**config.mk**
```make
export PLATFORM = sky130hd
export DESIGN_NAME = eac_core
export DESIGN_NICKNAME = d
export VERILOG_FILES = /design/src/hw/eac_pkg.sv /design/src/hw/eac_prog_timer.sv /design/src/hw/eac_core.sv
export SDC_FILE = /design/constraint.sdc
export NUM_CORES = 1
export LEC_CHECK = 0
export BUFFER_PORTS_ARGS = -buffer_cell sky130_fd_sc_hd__buf_2
export CORE_MARGIN = 4
export CORE_UTILIZATION = 27
export DETAILED_ROUTE_END_ITERATION = 6
export GPL_TIMING_DRIVEN = 0
export PLACE_DENSITY_LB_ADDON = 0.08
export SYNTH_ARGS = -nofsm -noshare
export SYNTH_HDL_FRONTEND = slang
export SYNTH_SLANG_ARGS = --single-unit
```
**constraint.sdc**
```tcl
create_clock -name clk -period 2.5 [get_ports clk]
set_input_delay 0.125 -clock clk [delete_from_list [all_inputs] [get_ports clk]]
set_output_delay 0.125 -clock clk [all_outputs]
set_load 0.05 [all_outputs]
```
**src/hw/eac_pkg.sv**
```systemverilog
package eac_pkg;

    // register offsets on the core i/o port
    localparam logic [5:0] EAC_OFS_SCRATCH_ZERO = 6'h14;
    localparam logic [5:0] EAC_OFS_SCRATCH_ONE = 6'h15;
    localparam logic [5:0] EAC_OFS_SCRATCH_TWO = 6'h16;
    localparam logic [5:0] EAC_OFS_CONTROL = 6'h1c;
    localparam logic [5:0] EAC_OFS_DATA = 6'h1d;
    localparam logic [5:0] EAC_OFS_ADDR_LOW = 6'h1e;

    // control register fields
    localparam int EAC_BIT_MODE_HI = 5;
    localparam int EAC_BIT_MODE_LO = 4;
    localparam int EAC_BIT_RIE = 3;
    localparam int EAC_BIT_ARM = 2;
    localparam int EAC_BIT_PSTART = 1;
    localparam int EAC_BIT_RSTROBE = 0;

    // reset values
    localparam logic [7:0] EAC_BYTE_RESET = 8'h00;
    localparam logic [7:0] EAC_READ_UNMAPPED = 8'h00;
    localparam logic [1:0] EAC_RSVD_BITS = 2'h0;
    localparam logic EAC_STROBE_READBACK = 1'b0;

    // programming modes, encoded 00 atomic, 01 erase, 10 write, 11 reserved
    typedef enum logic [1:0] {
        EAC_MODE_ATOMIC,
        EAC_MODE_ERASE,
        EAC_MODE_WRITE,
        EAC_MODE_RSVD
    } eac_mode_type;

    // memory size
    localparam int EAC_MEM_BYTES = 256;

    // timing: cpu clock and the programming oscillator
    localparam int EAC_CLK_HZ = 20_000_000;
    localparam int EAC_OSC_MHZ = 8;
    localparam int EAC_ATOMIC_TIME_US = 3400;
    localparam int EAC_SPLIT_TIME_US = 1800;
    localparam int EAC_ATOMIC_TICKS = EAC_ATOMIC_TIME_US * EAC_OSC_MHZ;
    localparam int EAC_SPLIT_TICKS = EAC_SPLIT_TIME_US * EAC_OSC_MHZ;

    // cycle counts on the cpu clock
    localparam logic [2:0] EAC_ARM_CYCLES = 3'h4;
    localparam logic [2:0] EAC_PROG_STALL_CYCLES = 3'h2;
    localparam logic [2:0] EAC_READ_STALL_CYCLES = 3'h4;
    localparam logic [2:0] EAC_CNT_ZERO = 3'h0;
    localparam logic [2:0] EAC_CNT_ONE = 3'h1;

endpackage : eac_pkg

```
**src/hw/eac_prog_timer.sv**
```systemverilog
`timescale 1ns/1ps
`default_nettype none

module eac_prog_timer #(
    parameter int CNT_W = 16
) (
    input wire logic clk,
    input wire logic por_resetn,
    input wire logic start,
    input wire logic [CNT_W-1:0] load_ticks,
    input wire logic osc_tick,
    output logic busy,
    output logic done
);

    logic [CNT_W-1:0] remain_r;
    logic done_r;

    // chip reset does not touch the count, so an operation runs to its end
    always_ff @(posedge clk) begin
        if (!por_resetn) begin
            remain_r <= '0;
        end else if (start && (remain_r == '0)) begin
            remain_r <= load_ticks;
        end else if (osc_tick && (remain_r != '0)) begin
            remain_r <= remain_r - {{(CNT_W-1){1'b0}}, 1'b1};
        end
    end

    always_ff @(posedge clk) begin
        if (!por_resetn) begin
            done_r <= 1'b0;
        end else begin
            done_r <= osc_tick && (remain_r == {{(CNT_W-1){1'b0}}, 1'b1});
        end
    end

    assign busy = (remain_r != '0);
    assign done = done_r;

endmodule : eac_prog_timer

`default_nettype wire

```
**src/hw/eac_core.sv**
```systemverilog
`timescale 1ns/1ps
`default_nettype none

module eac_core
    import eac_pkg::*;
#(
    parameter int CNT_W = 16,
    parameter int ATOMIC_TICKS = EAC_ATOMIC_TICKS,
    parameter int SPLIT_TICKS = EAC_SPLIT_TICKS
) (
    input wire logic clk,
    input wire logic resetn,
    input wire logic por_resetn,
    input wire logic [5:0] io_addr,
    input wire logic io_wr_en,
    input wire logic io_rd_en,
    input wire logic [7:0] io_wdata,
    output logic [7:0] io_rdata,
    input wire logic core_irq_global,
    output logic ready_irq,
    output logic cpu_stall,
    input wire logic flash_prog_req,
    output logic flash_prog_grant,
    output logic flash_prog_blocked,
    input wire logic osc_tick,
    output logic [7:0] ee_addr,
    input wire logic [7:0] ee_rdata,
    output logic ee_rd_stb,
    output logic [7:0] ee_wdata,
    output logic ee_erase_en,
    output logic ee_write_en,
    output logic ee_prog_done
);

    if (CNT_W < 2 || CNT_W > 31) begin : g_bad_width
        $error("counter width out of range");
    end
    if (ATOMIC_TICKS < 1 || ATOMIC_TICKS >= (1 << CNT_W)) begin : g_bad_atomic
        $error("atomic tick count does not fit the counter");
    end
    if (SPLIT_TICKS < 1 || SPLIT_TICKS >= (1 << CNT_W)) begin : g_bad_split
        $error("split tick count does not fit the counter");
    end

    localparam logic [CNT_W-1:0] ATOMIC_LOAD = CNT_W'(ATOMIC_TICKS);
    localparam logic [CNT_W-1:0] SPLIT_LOAD = CNT_W'(SPLIT_TICKS);

    logic [7:0] nvm_location_index_low_r;
    logic [7:0] nvm_byte_buffer_r;
    logic [7:0] prog_data_r;
    eac_mode_type prog_mode_field_r;
    eac_mode_type op_mode_r;
    logic ready_irq_enable_r;
    logic master_prog_arm_r;
    logic [2:0] arm_cnt_r;
    logic [2:0] stall_cnt_r;
    logic [7:0] scratch_zero_r;
    logic [7:0] scratch_one_r;
    logic [7:0] scratch_two_r;
    logic [7:0] io_rdata_r;
    logic [7:0] rdata_nxt;
    logic ee_rd_stb_r;
    logic prog_start_busy;
    logic ctrl_wr;
    logic start_prog;
    logic start_read;
    logic [CNT_W-1:0] load_ticks;
    eac_mode_type mode_wr;

    assign ctrl_wr = io_wr_en && (io_addr == EAC_OFS_CONTROL);
    assign mode_wr = eac_mode_type'({io_wdata[EAC_BIT_MODE_HI], io_wdata[EAC_BIT_MODE_LO]});

    // program start needs a live arm, an idle array and a real mode
    assign start_prog = ctrl_wr && io_wdata[EAC_BIT_PSTART] && master_prog_arm_r
        && !prog_start_busy && (prog_mode_field_r != EAC_MODE_RSVD);

    // read refused while busy or when a program start wins the same write
    assign start_read = ctrl_wr && io_wdata[EAC_BIT_RSTROBE] && !prog_start_busy
        && !start_prog;

    always_comb begin
        case (prog_mode_field_r)
            EAC_MODE_ATOMIC: load_ticks = ATOMIC_LOAD;
            EAC_MODE_ERASE: load_ticks = SPLIT_LOAD;
            EAC_MODE_WRITE: load_ticks = SPLIT_LOAD;
            default: load_ticks = SPLIT_LOAD;
        endcase
    end

    // busy flag, counted on the programming oscillator
    eac_prog_timer #(
        .CNT_W(CNT_W)
    ) u_timer (
        .clk(clk),
        .por_resetn(por_resetn),
        .start(start_prog),
        .load_ticks(load_ticks),
        .osc_tick(osc_tick),
        .busy(prog_start_busy),
        .done(ee_prog_done)
    );

    // address register
    always_ff @(posedge clk) begin
        if (!por_resetn) begin
            nvm_location_index_low_r <= EAC_BYTE_RESET;
        end else if (!resetn) begin
            if (!prog_start_busy) begin
                nvm_location_index_low_r <= EAC_BYTE_RESET;
            end
        end else if (io_wr_en && (io_addr == EAC_OFS_ADDR_LOW) && !prog_start_busy) begin
            nvm_location_index_low_r <= io_wdata;
        end
    end

    // data register: read result has priority over a software write
    always_ff @(posedge clk) begin
        if (!resetn || !por_resetn) begin
            nvm_byte_buffer_r <= EAC_BYTE_RESET;
        end else if (start_read) begin
            nvm_byte_buffer_r <= ee_rdata;
        end else if (io_wr_en && (io_addr == EAC_OFS_DATA)) begin
            nvm_byte_buffer_r <= io_wdata;
        end
    end

    // byte and mode held for the array across the whole operation
    always_ff @(posedge clk) begin
        if (!por_resetn) begin
            prog_data_r <= EAC_BYTE_RESET;
            op_mode_r <= EAC_MODE_ATOMIC;
        end else if (start_prog) begin
            prog_data_r <= nvm_byte_buffer_r;
            op_mode_r <= prog_mode_field_r;
        end
    end

    // mode field
    always_ff @(posedge clk) begin
        if (!por_resetn) begin
            prog_mode_field_r <= EAC_MODE_ATOMIC;
        end else if (!resetn) begin
            if (!prog_start_busy) begin
                prog_mode_field_r <= EAC_MODE_ATOMIC;
            end
        end else if (ctrl_wr && !prog_start_busy && !start_prog) begin
            prog_mode_field_r <= mode_wr;
        end
    end

    // ready interrupt enable
    always_ff @(posedge clk) begin
        if (!resetn || !por_resetn) begin
            ready_irq_enable_r <= 1'b0;
        end else if (ctrl_wr) begin
            ready_irq_enable_r <= io_wdata[EAC_BIT_RIE];
        end
    end

    // arm window: set by software, cleared by hardware after four cycles
    always_ff @(posedge clk) begin
        if (!resetn || !por_resetn) begin
            master_prog_arm_r <= 1'b0;
            arm_cnt_r <= EAC_CNT_ZERO;
        end else if (start_prog) begin
            master_prog_arm_r <= 1'b0;
            arm_cnt_r <= EAC_CNT_ZERO;
        end else if (ctrl_wr && io_wdata[EAC_BIT_ARM]) begin
            master_prog_arm_r <= 1'b1;
            arm_cnt_r <= EAC_ARM_CYCLES;
        end else if (arm_cnt_r != EAC_CNT_ZERO) begin
            arm_cnt_r <= arm_cnt_r - EAC_CNT_ONE;
            if (arm_cnt_r == EAC_CNT_ONE) begin
                master_prog_arm_r <= 1'b0;
            end
        end
    end

    // core stall counter
    always_ff @(posedge clk) begin
        if (!resetn || !por_resetn) begin
            stall_cnt_r <= EAC_CNT_ZERO;
        end else if (start_prog) begin
            stall_cnt_r <= EAC_PROG_STALL_CYCLES;
        end else if (start_read) begin
            stall_cnt_r <= EAC_READ_STALL_CYCLES;
        end else if (stall_cnt_r != EAC_CNT_ZERO) begin
            stall_cnt_r <= stall_cnt_r - EAC_CNT_ONE;
        end
    end

    assign cpu_stall = (stall_cnt_r != EAC_CNT_ZERO);

    // read strobe toward the array
    always_ff @(posedge clk) begin
        if (!resetn || !por_resetn) begin
            ee_rd_stb_r <= 1'b0;
        end else begin
            ee_rd_stb_r <= start_read;
        end
    end

    // scratch registers
    always_ff @(posedge clk) begin
        if (!resetn || !por_resetn) begin
            scratch_zero_r <= EAC_BYTE_RESET;
            scratch_one_r <= EAC_BYTE_RESET;
            scratch_two_r <= EAC_BYTE_RESET;
        end else if (io_wr_en) begin
            if (io_addr == EAC_OFS_SCRATCH_ZERO) begin
                scratch_zero_r <= io_wdata;
            end else if (io_addr == EAC_OFS_SCRATCH_ONE) begin
                scratch_one_r <= io_wdata;
            end else if (io_addr == EAC_OFS_SCRATCH_TWO) begin
                scratch_two_r <= io_wdata;
            end
        end
    end

    // read mux
    always_comb begin
        if (io_addr == EAC_OFS_CONTROL) begin
            rdata_nxt = {EAC_RSVD_BITS, prog_mode_field_r, ready_irq_enable_r,
                master_prog_arm_r, prog_start_busy, EAC_STROBE_READBACK};
        end else if (io_addr == EAC_OFS_DATA) begin
            rdata_nxt = nvm_byte_buffer_r;
        end else if (io_addr == EAC_OFS_ADDR_LOW) begin
            rdata_nxt = nvm_location_index_low_r;
        end else if (io_addr == EAC_OFS_SCRATCH_ZERO) begin
            rdata_nxt = scratch_zero_r;
        end else if (io_addr == EAC_OFS_SCRATCH_ONE) begin
            rdata_nxt = scratch_one_r;
        end else if (io_addr == EAC_OFS_SCRATCH_TWO) begin
            rdata_nxt = scratch_two_r;
        end else begin
            rdata_nxt = EAC_READ_UNMAPPED;
        end
    end

    always_ff @(posedge clk) begin
        if (!resetn || !por_resetn) begin
            io_rdata_r <= EAC_READ_UNMAPPED;
        end else if (io_rd_en) begin
            io_rdata_r <= rdata_nxt;
        end
    end

    assign io_rdata = io_rdata_r;

    // interrupt and flash programming block
    assign ready_irq = ready_irq_enable_r && core_irq_global && !prog_start_busy;
    assign flash_prog_blocked = prog_start_busy;
    assign flash_prog_grant = flash_prog_req && !prog_start_busy;

    // array side
    assign ee_addr = nvm_location_index_low_r;
    assign ee_rd_stb = ee_rd_stb_r;
    assign ee_wdata = prog_data_r;
    assign ee_erase_en = prog_start_busy && (op_mode_r != EAC_MODE_WRITE);
    assign ee_write_en = prog_start_busy && (op_mode_r != EAC_MODE_ERASE);

endmodule : eac_core

`default_nettype wire

```
==> results of run 1 <==
metrics by stage:
stage               setup WS [ps]  hold slack, ps  cells
CTS                          14.7            4.32    728
global route                 4.68            16.6    728
finish                        123            19.2    728
floorplan                     315             251    469
global placement             -182             388    713
detailed placement           -237             384    713
synthesized netlist by cell type (8+ instances only):
cell type	n	share of area
o31ai_1	12	0.022
nand3_1	32	0.039
a22oi_1	8	0.015
a21oi_1	38	0.047
o21ai_0	14	0.017
mux2i_1	34	0.084
clkbuf_1	22	0.020
dfxtp_1	86	0.42
inv_1	17	0.016
nand2_1	38	0.035
or4_1	9	0.017
ha_1	9	0.028
nor2_1	57	0.053
power by group through the flow:
stage                     clock, W  sequential [W]  combinational (W)
after global placement           0         0.00165            0.00163
after floorplan                  0         0.00163            0.00119
after detailed placement         0         0.00165            0.00164
after global routing       0.00136         0.00167            0.00190
final                      0.00128         0.00165            0.00173
after CTS                  0.00132         0.00163            0.00168
sequential cells by signal, indices dropped and copies added, names as in the netlist, 2 cells and up:
register           cells
ee_wdata               8
nvm_byte_buffer_r      8
u_timer.remain_r      16
scratch_two_r          8
op_mode_r              2
io_rdata               8
arm_cnt_r              3
ee_addr                8
prog_mode_field_r      2
scratch_zero_r         8
scratch_one_r          8
stall_cnt_r            3
metal layers:
metal,vias up,share of wire,global-route usage,wire length [um]
met4,0,0.019,0.0714,251
li1,1847,-,-,-
met5,-,0,0,0
met1,1750,0.48,0.215,6270
met3,14,0.039,0.0260,508
met2,86,0.46,0.248,5980
repair_timing:
item,CTS,global route
hold buffers,0,0
endpoints found under the setup margin,21,20
resized for setup,5,9
endpoints found under the hold margin,0,0
pin swaps,0,1
tightest hold or removal path, stage by stage:
cell     delay [ps]
buf_2           100
nand2_1          40
o21ai_0          60
final timing paths:
check,end,from,cells past startpoint
worst max-delay path,ready_irq,u_timer.remain_r[5]$_SDFFE_PN0P_,6
worst min-delay path,nvm_byte_buffer_r[7]$_SDFFE_PP0P_,ee_rdata[7],3
worst max register to register,u_timer.remain_r[11]$_SDFFE_PN0P_,u_timer.remain_r[5]$_SDFFE_PN0P_,8
worst min register to register,ee_wdata[5]$_SDFFE_PN0P_,ee_wdata[5]$_SDFFE_PN0P_,2
area by class of cell:
type / count / area [um^2]
clock inverters: 5 / 33.8
fillers: 1557 / 9720
well taps: 184 / 230
multi-input cells: 339 / 2210
clock buffers: 10 / 239
repair buffers: 60 / 300
inverters: 18 / 71.3
flip-flops and latches: 86 / 1720
plain buffers: 26 / 115
cells by family after synthesis:
family,after synthesis
buffers and inverters,44
adders and majority gates,9
AOI/OAI and AO/OA,105
and+or+nand+nor,179
muxes,41
xor gates and xnor gates,5
DFF,86
==> metrics, run 1 <==
Post-synth ARST share 0; routed vias/inst 5.08; largest net degree at the start of global routing 15; H-Tree Level Count 3; family with the most delay on the worst path simple AND/OR/NAND/NOR gates; area grow syn2layout 21.0%; sequential share of power 0.354; Residual DRC 0; Seq/Total Area, Yosys 0.423; Synth Area in Adders 0.0277; Post-Layout Inst Area between 4000 and 5000 um^2; Critical Path Sink Type output pin; Cells after Synth 469; HPWL Detailed around 9700 um; clock share of power 0.274; GRT Resource Usage Total 0.159; global placer's final weighted congestion 0.820; Cell Pwr Density about 950 nW/um^2; total clock sinks 86; Worst EP arrival 2250 ps; CP Cell Sequence nor4_4 -> and4_1 -> buf_4 -> clkbuf_4 -> and3_1 -> buf_2; number of synthesized flops with an enable pin 0; Final Routed Wirelength 13000 um; Antenna Cells 0; Iter 0 DRT Violations 234; Initial Utilization 0.278; Max VDD drop 0.366 mV; share of cells above drive strength 1 0.180; largest family of logic cells by synthesized area simple AND/OR/NAND/NOR gates; Max Fanout on Critical Path 10; Crit-path slowest cell nor4_4; die height 131 um; CTS clk-pin slew, worst paths 70 ps; FF-to-FF setup slack around 180 ps; relative slew slack 0.487; minimum clock period 2380 ps; Synth Area in Compound Gates 0.171; TritonCTS clock tree yes; nets 579; Power Total ~0.0047 W; Max-cap violations 0; commonest non-fill, non-tap cell in the layout dfxtp_1; worst clock skew around 15 ps; CORE AREA ~15000 um^2; initial antenna violation count 0; IO Count 62; Simple-Gate Fraction of Synth Area 0.222; most frequent cells in the layout dfxtp_1, buf_2, nor2_1, a21oi_1, nand2_1; Yosys cell types 56; buffers plus inverters on the worst setup path 3; Bufs on Longest Clock Path 2; unrepaired setup endpoints after global routing no; synth warn 0; Fin. Hold Viols 0; final core occ 0.336; DR pass1 iterations 6; Synth Area in XOR/XNOR 0.0108; Worst Max-Slew Pin Slew ~760 ps; Syn Area/Cell 8.67 um^2; Setup Total Neg Slack 0 ps; switching share of power 0.403; critical path startpoint category flop; Psw 0.00188 W; internal power 0.00278 W; WS Path Type reg2out; Top FF cell, synth dfxtp_1; first-pass GRT wire length 20400 um; status finished, final reports clean; via count 3697; Final Setup Violations 0; Slew Limit Fails 0; Critical Path RT ~2400 ps; die area approximately 17000 um^2; Combinational Power Share 0.371; drt wl/cell 17.9 um; FF+latch count, synth 86; remaining antenna violation count 0; static leakage between 2 and 2.5 nW; Std-Cell Rows 44; mux cell area share after synthesis 0.103; total CTS buffers 9; netlist area before placement about 4000 um^2; DIE WIDTH 131 um; Final period util 0.951; number of global-route vias before repair approximately 3600; min-delay worst type in2reg; Max Clk Rate 421 MHz; Clk Latency, worst-skew pair 350 ps; postcts setup bufs 0; Syn Nets a little over 500; GRT Residual Overflow 0; Port-buffer cells 60; DP Area 4600 um^2; Slowest Stage Delay on Critical Path 460 ps; Root Driver clkbuf_16
No activity file was read; power rests on OpenSTA's default activity.
==> run 2: changes to the inputs <==
Settings changed: ABC_AREA from default to 1.
==> metrics, run 2 <==
status finished, final reports clean; Crit Reg-Reg Endpoint u_timer.remain_r[15]$_SDFFE_PN0P_; Port-buffer cells 59 (-1.7%); synth warn 0 (unchanged); Root Driver clkbuf_16; Top FF cell, synth dfxtp_1; H-Tree Level Count 3 (unchanged); Cells after Synth 651 (+39%); Std-Cell Rows 46 (+4.5%); minimum clock period 2050 ps (-324 ps); netlist area before placement 4370 um^2 (+7.4%); Yosys top cell by area dfxtp_1; worst r2r path cells 9 (+1); die height 135 um (+3.4%); Critical Path Sink Type output pin; FF+latch count, synth 86 (unchanged); Residual DRC 0 (unchanged); Critical Path RT 2380 ps (about the same); Max VDD drop 0.513 mV (+40%); hold_ws 4.48 ps (-14.8 ps); hold depth 3 (unchanged); GRT Resource Usage Total 0.159 (about the same); DIE WIDTH 135 um (+3.4%); relative slew slack 0.529 (+0.0429); area share of the largest cell type after synthesis 0.394 (-0.0293); Max Clk Rate 487 MHz (+16%); CTS Hold Buffers Added 0 (unchanged); drt wl/cell 15.0 um (-16%); routed vias/inst 4.56 (-10%); post-CTS sizing 0 (-5); max reg flops 16 (unchanged); TritonCTS clock tree yes; total clock sinks 86 (unchanged); Max-cap violations 0 (unchanged); Slew Limit Fails 0 (unchanged); CORE AREA 15900 um^2 (+8.5%); DR pass1 iterations 5 (-1); global placer's final weighted congestion 0.857 (+4.5%); Final Setup Violations 0 (unchanged); Worst Hold Path EP nvm_byte_buffer_r[2]$_SDFFE_PP0P_; largest net degree at the start of global routing 15 (unchanged); min-delay worst type in2reg; share of cells above drive strength 1 0.149 (-0.0314); static leakage 2.37 nW (+16%); most frequent cells in the layout nand2_1, nor2_1, dfxtp_1, inv_1, buf_2; Reg with most FFs u_timer.remain_r; critical path startpoint category flop; top post-synthesis cells by area dfxtp_1, nand2_1, nor2_1; IO Count 62 (unchanged); Post-synth ARST share 0 (unchanged); via count 4296 (+16%); number of global-route vias before repair 4012 (+10%); total CTS buffers 9 (unchanged); Clk Latency, worst-skew pair 350 ps (about the same); reg2reg start u_timer.remain_r[0]$_SDFFE_PN0P_; Seq/Total Area, Yosys 0.394 (-0.0293); top cells by count, synth nand2_1, nor2_1, dfxtp_1; unrepaired setup endpoints after global routing no; Initial Utilization 0.275 (-0.00264); Final Routed Wirelength 14200 um (+8.9%); first-pass GRT wire length 22200 um (+8.9%); Yosys cell types 32 (-43%); WS Path Type reg2out; worst clock skew 8.81 ps (-5.78 ps); most numerous cell in the Yosys netlist nand2_1; Iter 0 DRT Violations 337 (+44%); initial antenna violation count 0 (unchanged); FF-to-FF setup slack 530 ps (+350 ps); postcts setup bufs 0 (unchanged); Syn Nets 690 (+36%); Antenna Cells 0 (unchanged); HPWL Detailed 10800 um (+12%); Fin. Hold Viols 0 (unchanged); Setup Total Neg Slack 0 ps (unchanged); remaining antenna violation count 0 (unchanged); Final period util 0.821 (-0.130); number of synthesized flops with an enable pin 0 (unchanged); Max Fanout on Critical Path 5 (-5); Syn Area/Cell 6.71 um^2 (-23%); Worst Max-Slew Pin Slew 706 ps (-58.4 ps); GRT Residual Overflow 0 (unchanged); CTS clk-pin slew, worst paths 70 ps (about the same); Cell Pwr Density 1000 nW/um^2 (+6.1%); nets 760 (+31%); Worst EP arrival 1930 ps (-320 ps); hold_sp ee_rdata[2]; Bufs on Longest Clock Path 2 (unchanged); commonest non-fill, non-tap cell in the layout nand2_1; area grow syn2layout 20.2%; die area 18300 um^2 (+7.0%)
run 2: changes by cell type after synthesis, sizes merged, moves of 11 or more:
cell and change:
mux2i -34, inv +55, nand2 +127, clkbuf -11, nor2 +54, a21oi +18, o21ai +31, o31ai -12
nand3 +20
run 2: cells by family (layout without fill, tap and decap cells):
logic type	after synthesis	in the layout	synth area share
and+or+nand+nor	347	347	0.354
AOI/OAI and AO/OA	109	109	0.128
buffers and inverters	93	168	0.0842
DFF	86	86	0.394
adders and majority gates	9	9	0.0258
xor gates and xnor gates	7	7	0.0140
run 2: layout make-up:
type / count / area (um^2)
clock buffer: 10 / 229
clock inverter: 6 / 86.3
multi-input combinational: 472 / 2280
timing repair buffer: 59 / 295
inverter: 75 / 282
tap: 216 / 270
fill: 1771 / 10600
sequential: 86 / 1720
buffer: 18 / 86.3
run 2: routing by layer:
layer | global-route usage | up-vias | share of wire
met5 | 0 | - | 0
met4 | 0.0649 | 0 | 0.021
met3 | 0.0230 | 22 | 0.043
met2 | 0.226 | 114 | 0.41
met1 | 0.238 | 1945 | 0.53
li1 | - | 2215 | -
run 2: worst max-delay path: stages (launching register included):
cell	delay, ps
dfxtp_1	380
inv_1	100
ha_1	240
nand2_1	120
nor2_4	50
nand2_4	120
inv_1	150
a21oi_1	140
buf_2	270
run 2: per-stage QoR:
step                total power, W  cell area, um^2  cells  setup slack (ps)   util
finish                     0.00528             5250    942               447  0.331
detailed placement         0.00384             4940    926               556  0.311
CTS                        0.00531             5250    942               439  0.331
floorplan                  0.00335             4370    651               585      -
global placement           0.00384             4940    926               560  0.311
global route               0.00564             5250    942               332  0.331
run 2: worst max path at each step:
stage	start	end	slack (ps)
after floorplan	u_timer.remain_r[0]$_SDFFE_PN0P_	ee_erase_en	580
after global placement	u_timer.remain_r[2]$_SDFFE_PN0P_	nvm_byte_buffer_r[2]$_SDFFE_PP0P_	560
after detailed placement	u_timer.remain_r[0]$_SDFFE_PN0P_	u_timer.remain_r[15]$_SDFFE_PN0P_	560
after CTS	u_timer.remain_r[0]$_SDFFE_PN0P_	ee_write_en	440
after global routing	u_timer.remain_r[0]$_SDFFE_PN0P_	ee_erase_en	330
final	u_timer.remain_r[0]$_SDFFE_PN0P_	ee_write_en	450
run 2: report_power, final:
part | internal, W | total, W | switching, W
Combinational | 0.000707 | 0.00219 | 0.00148
Sequential | 0.00150 | 0.00163 | 0.000134
Clock | 0.000874 | 0.00145 | 0.000578
Total | 0.00308 | 0.00528 | 0.00220
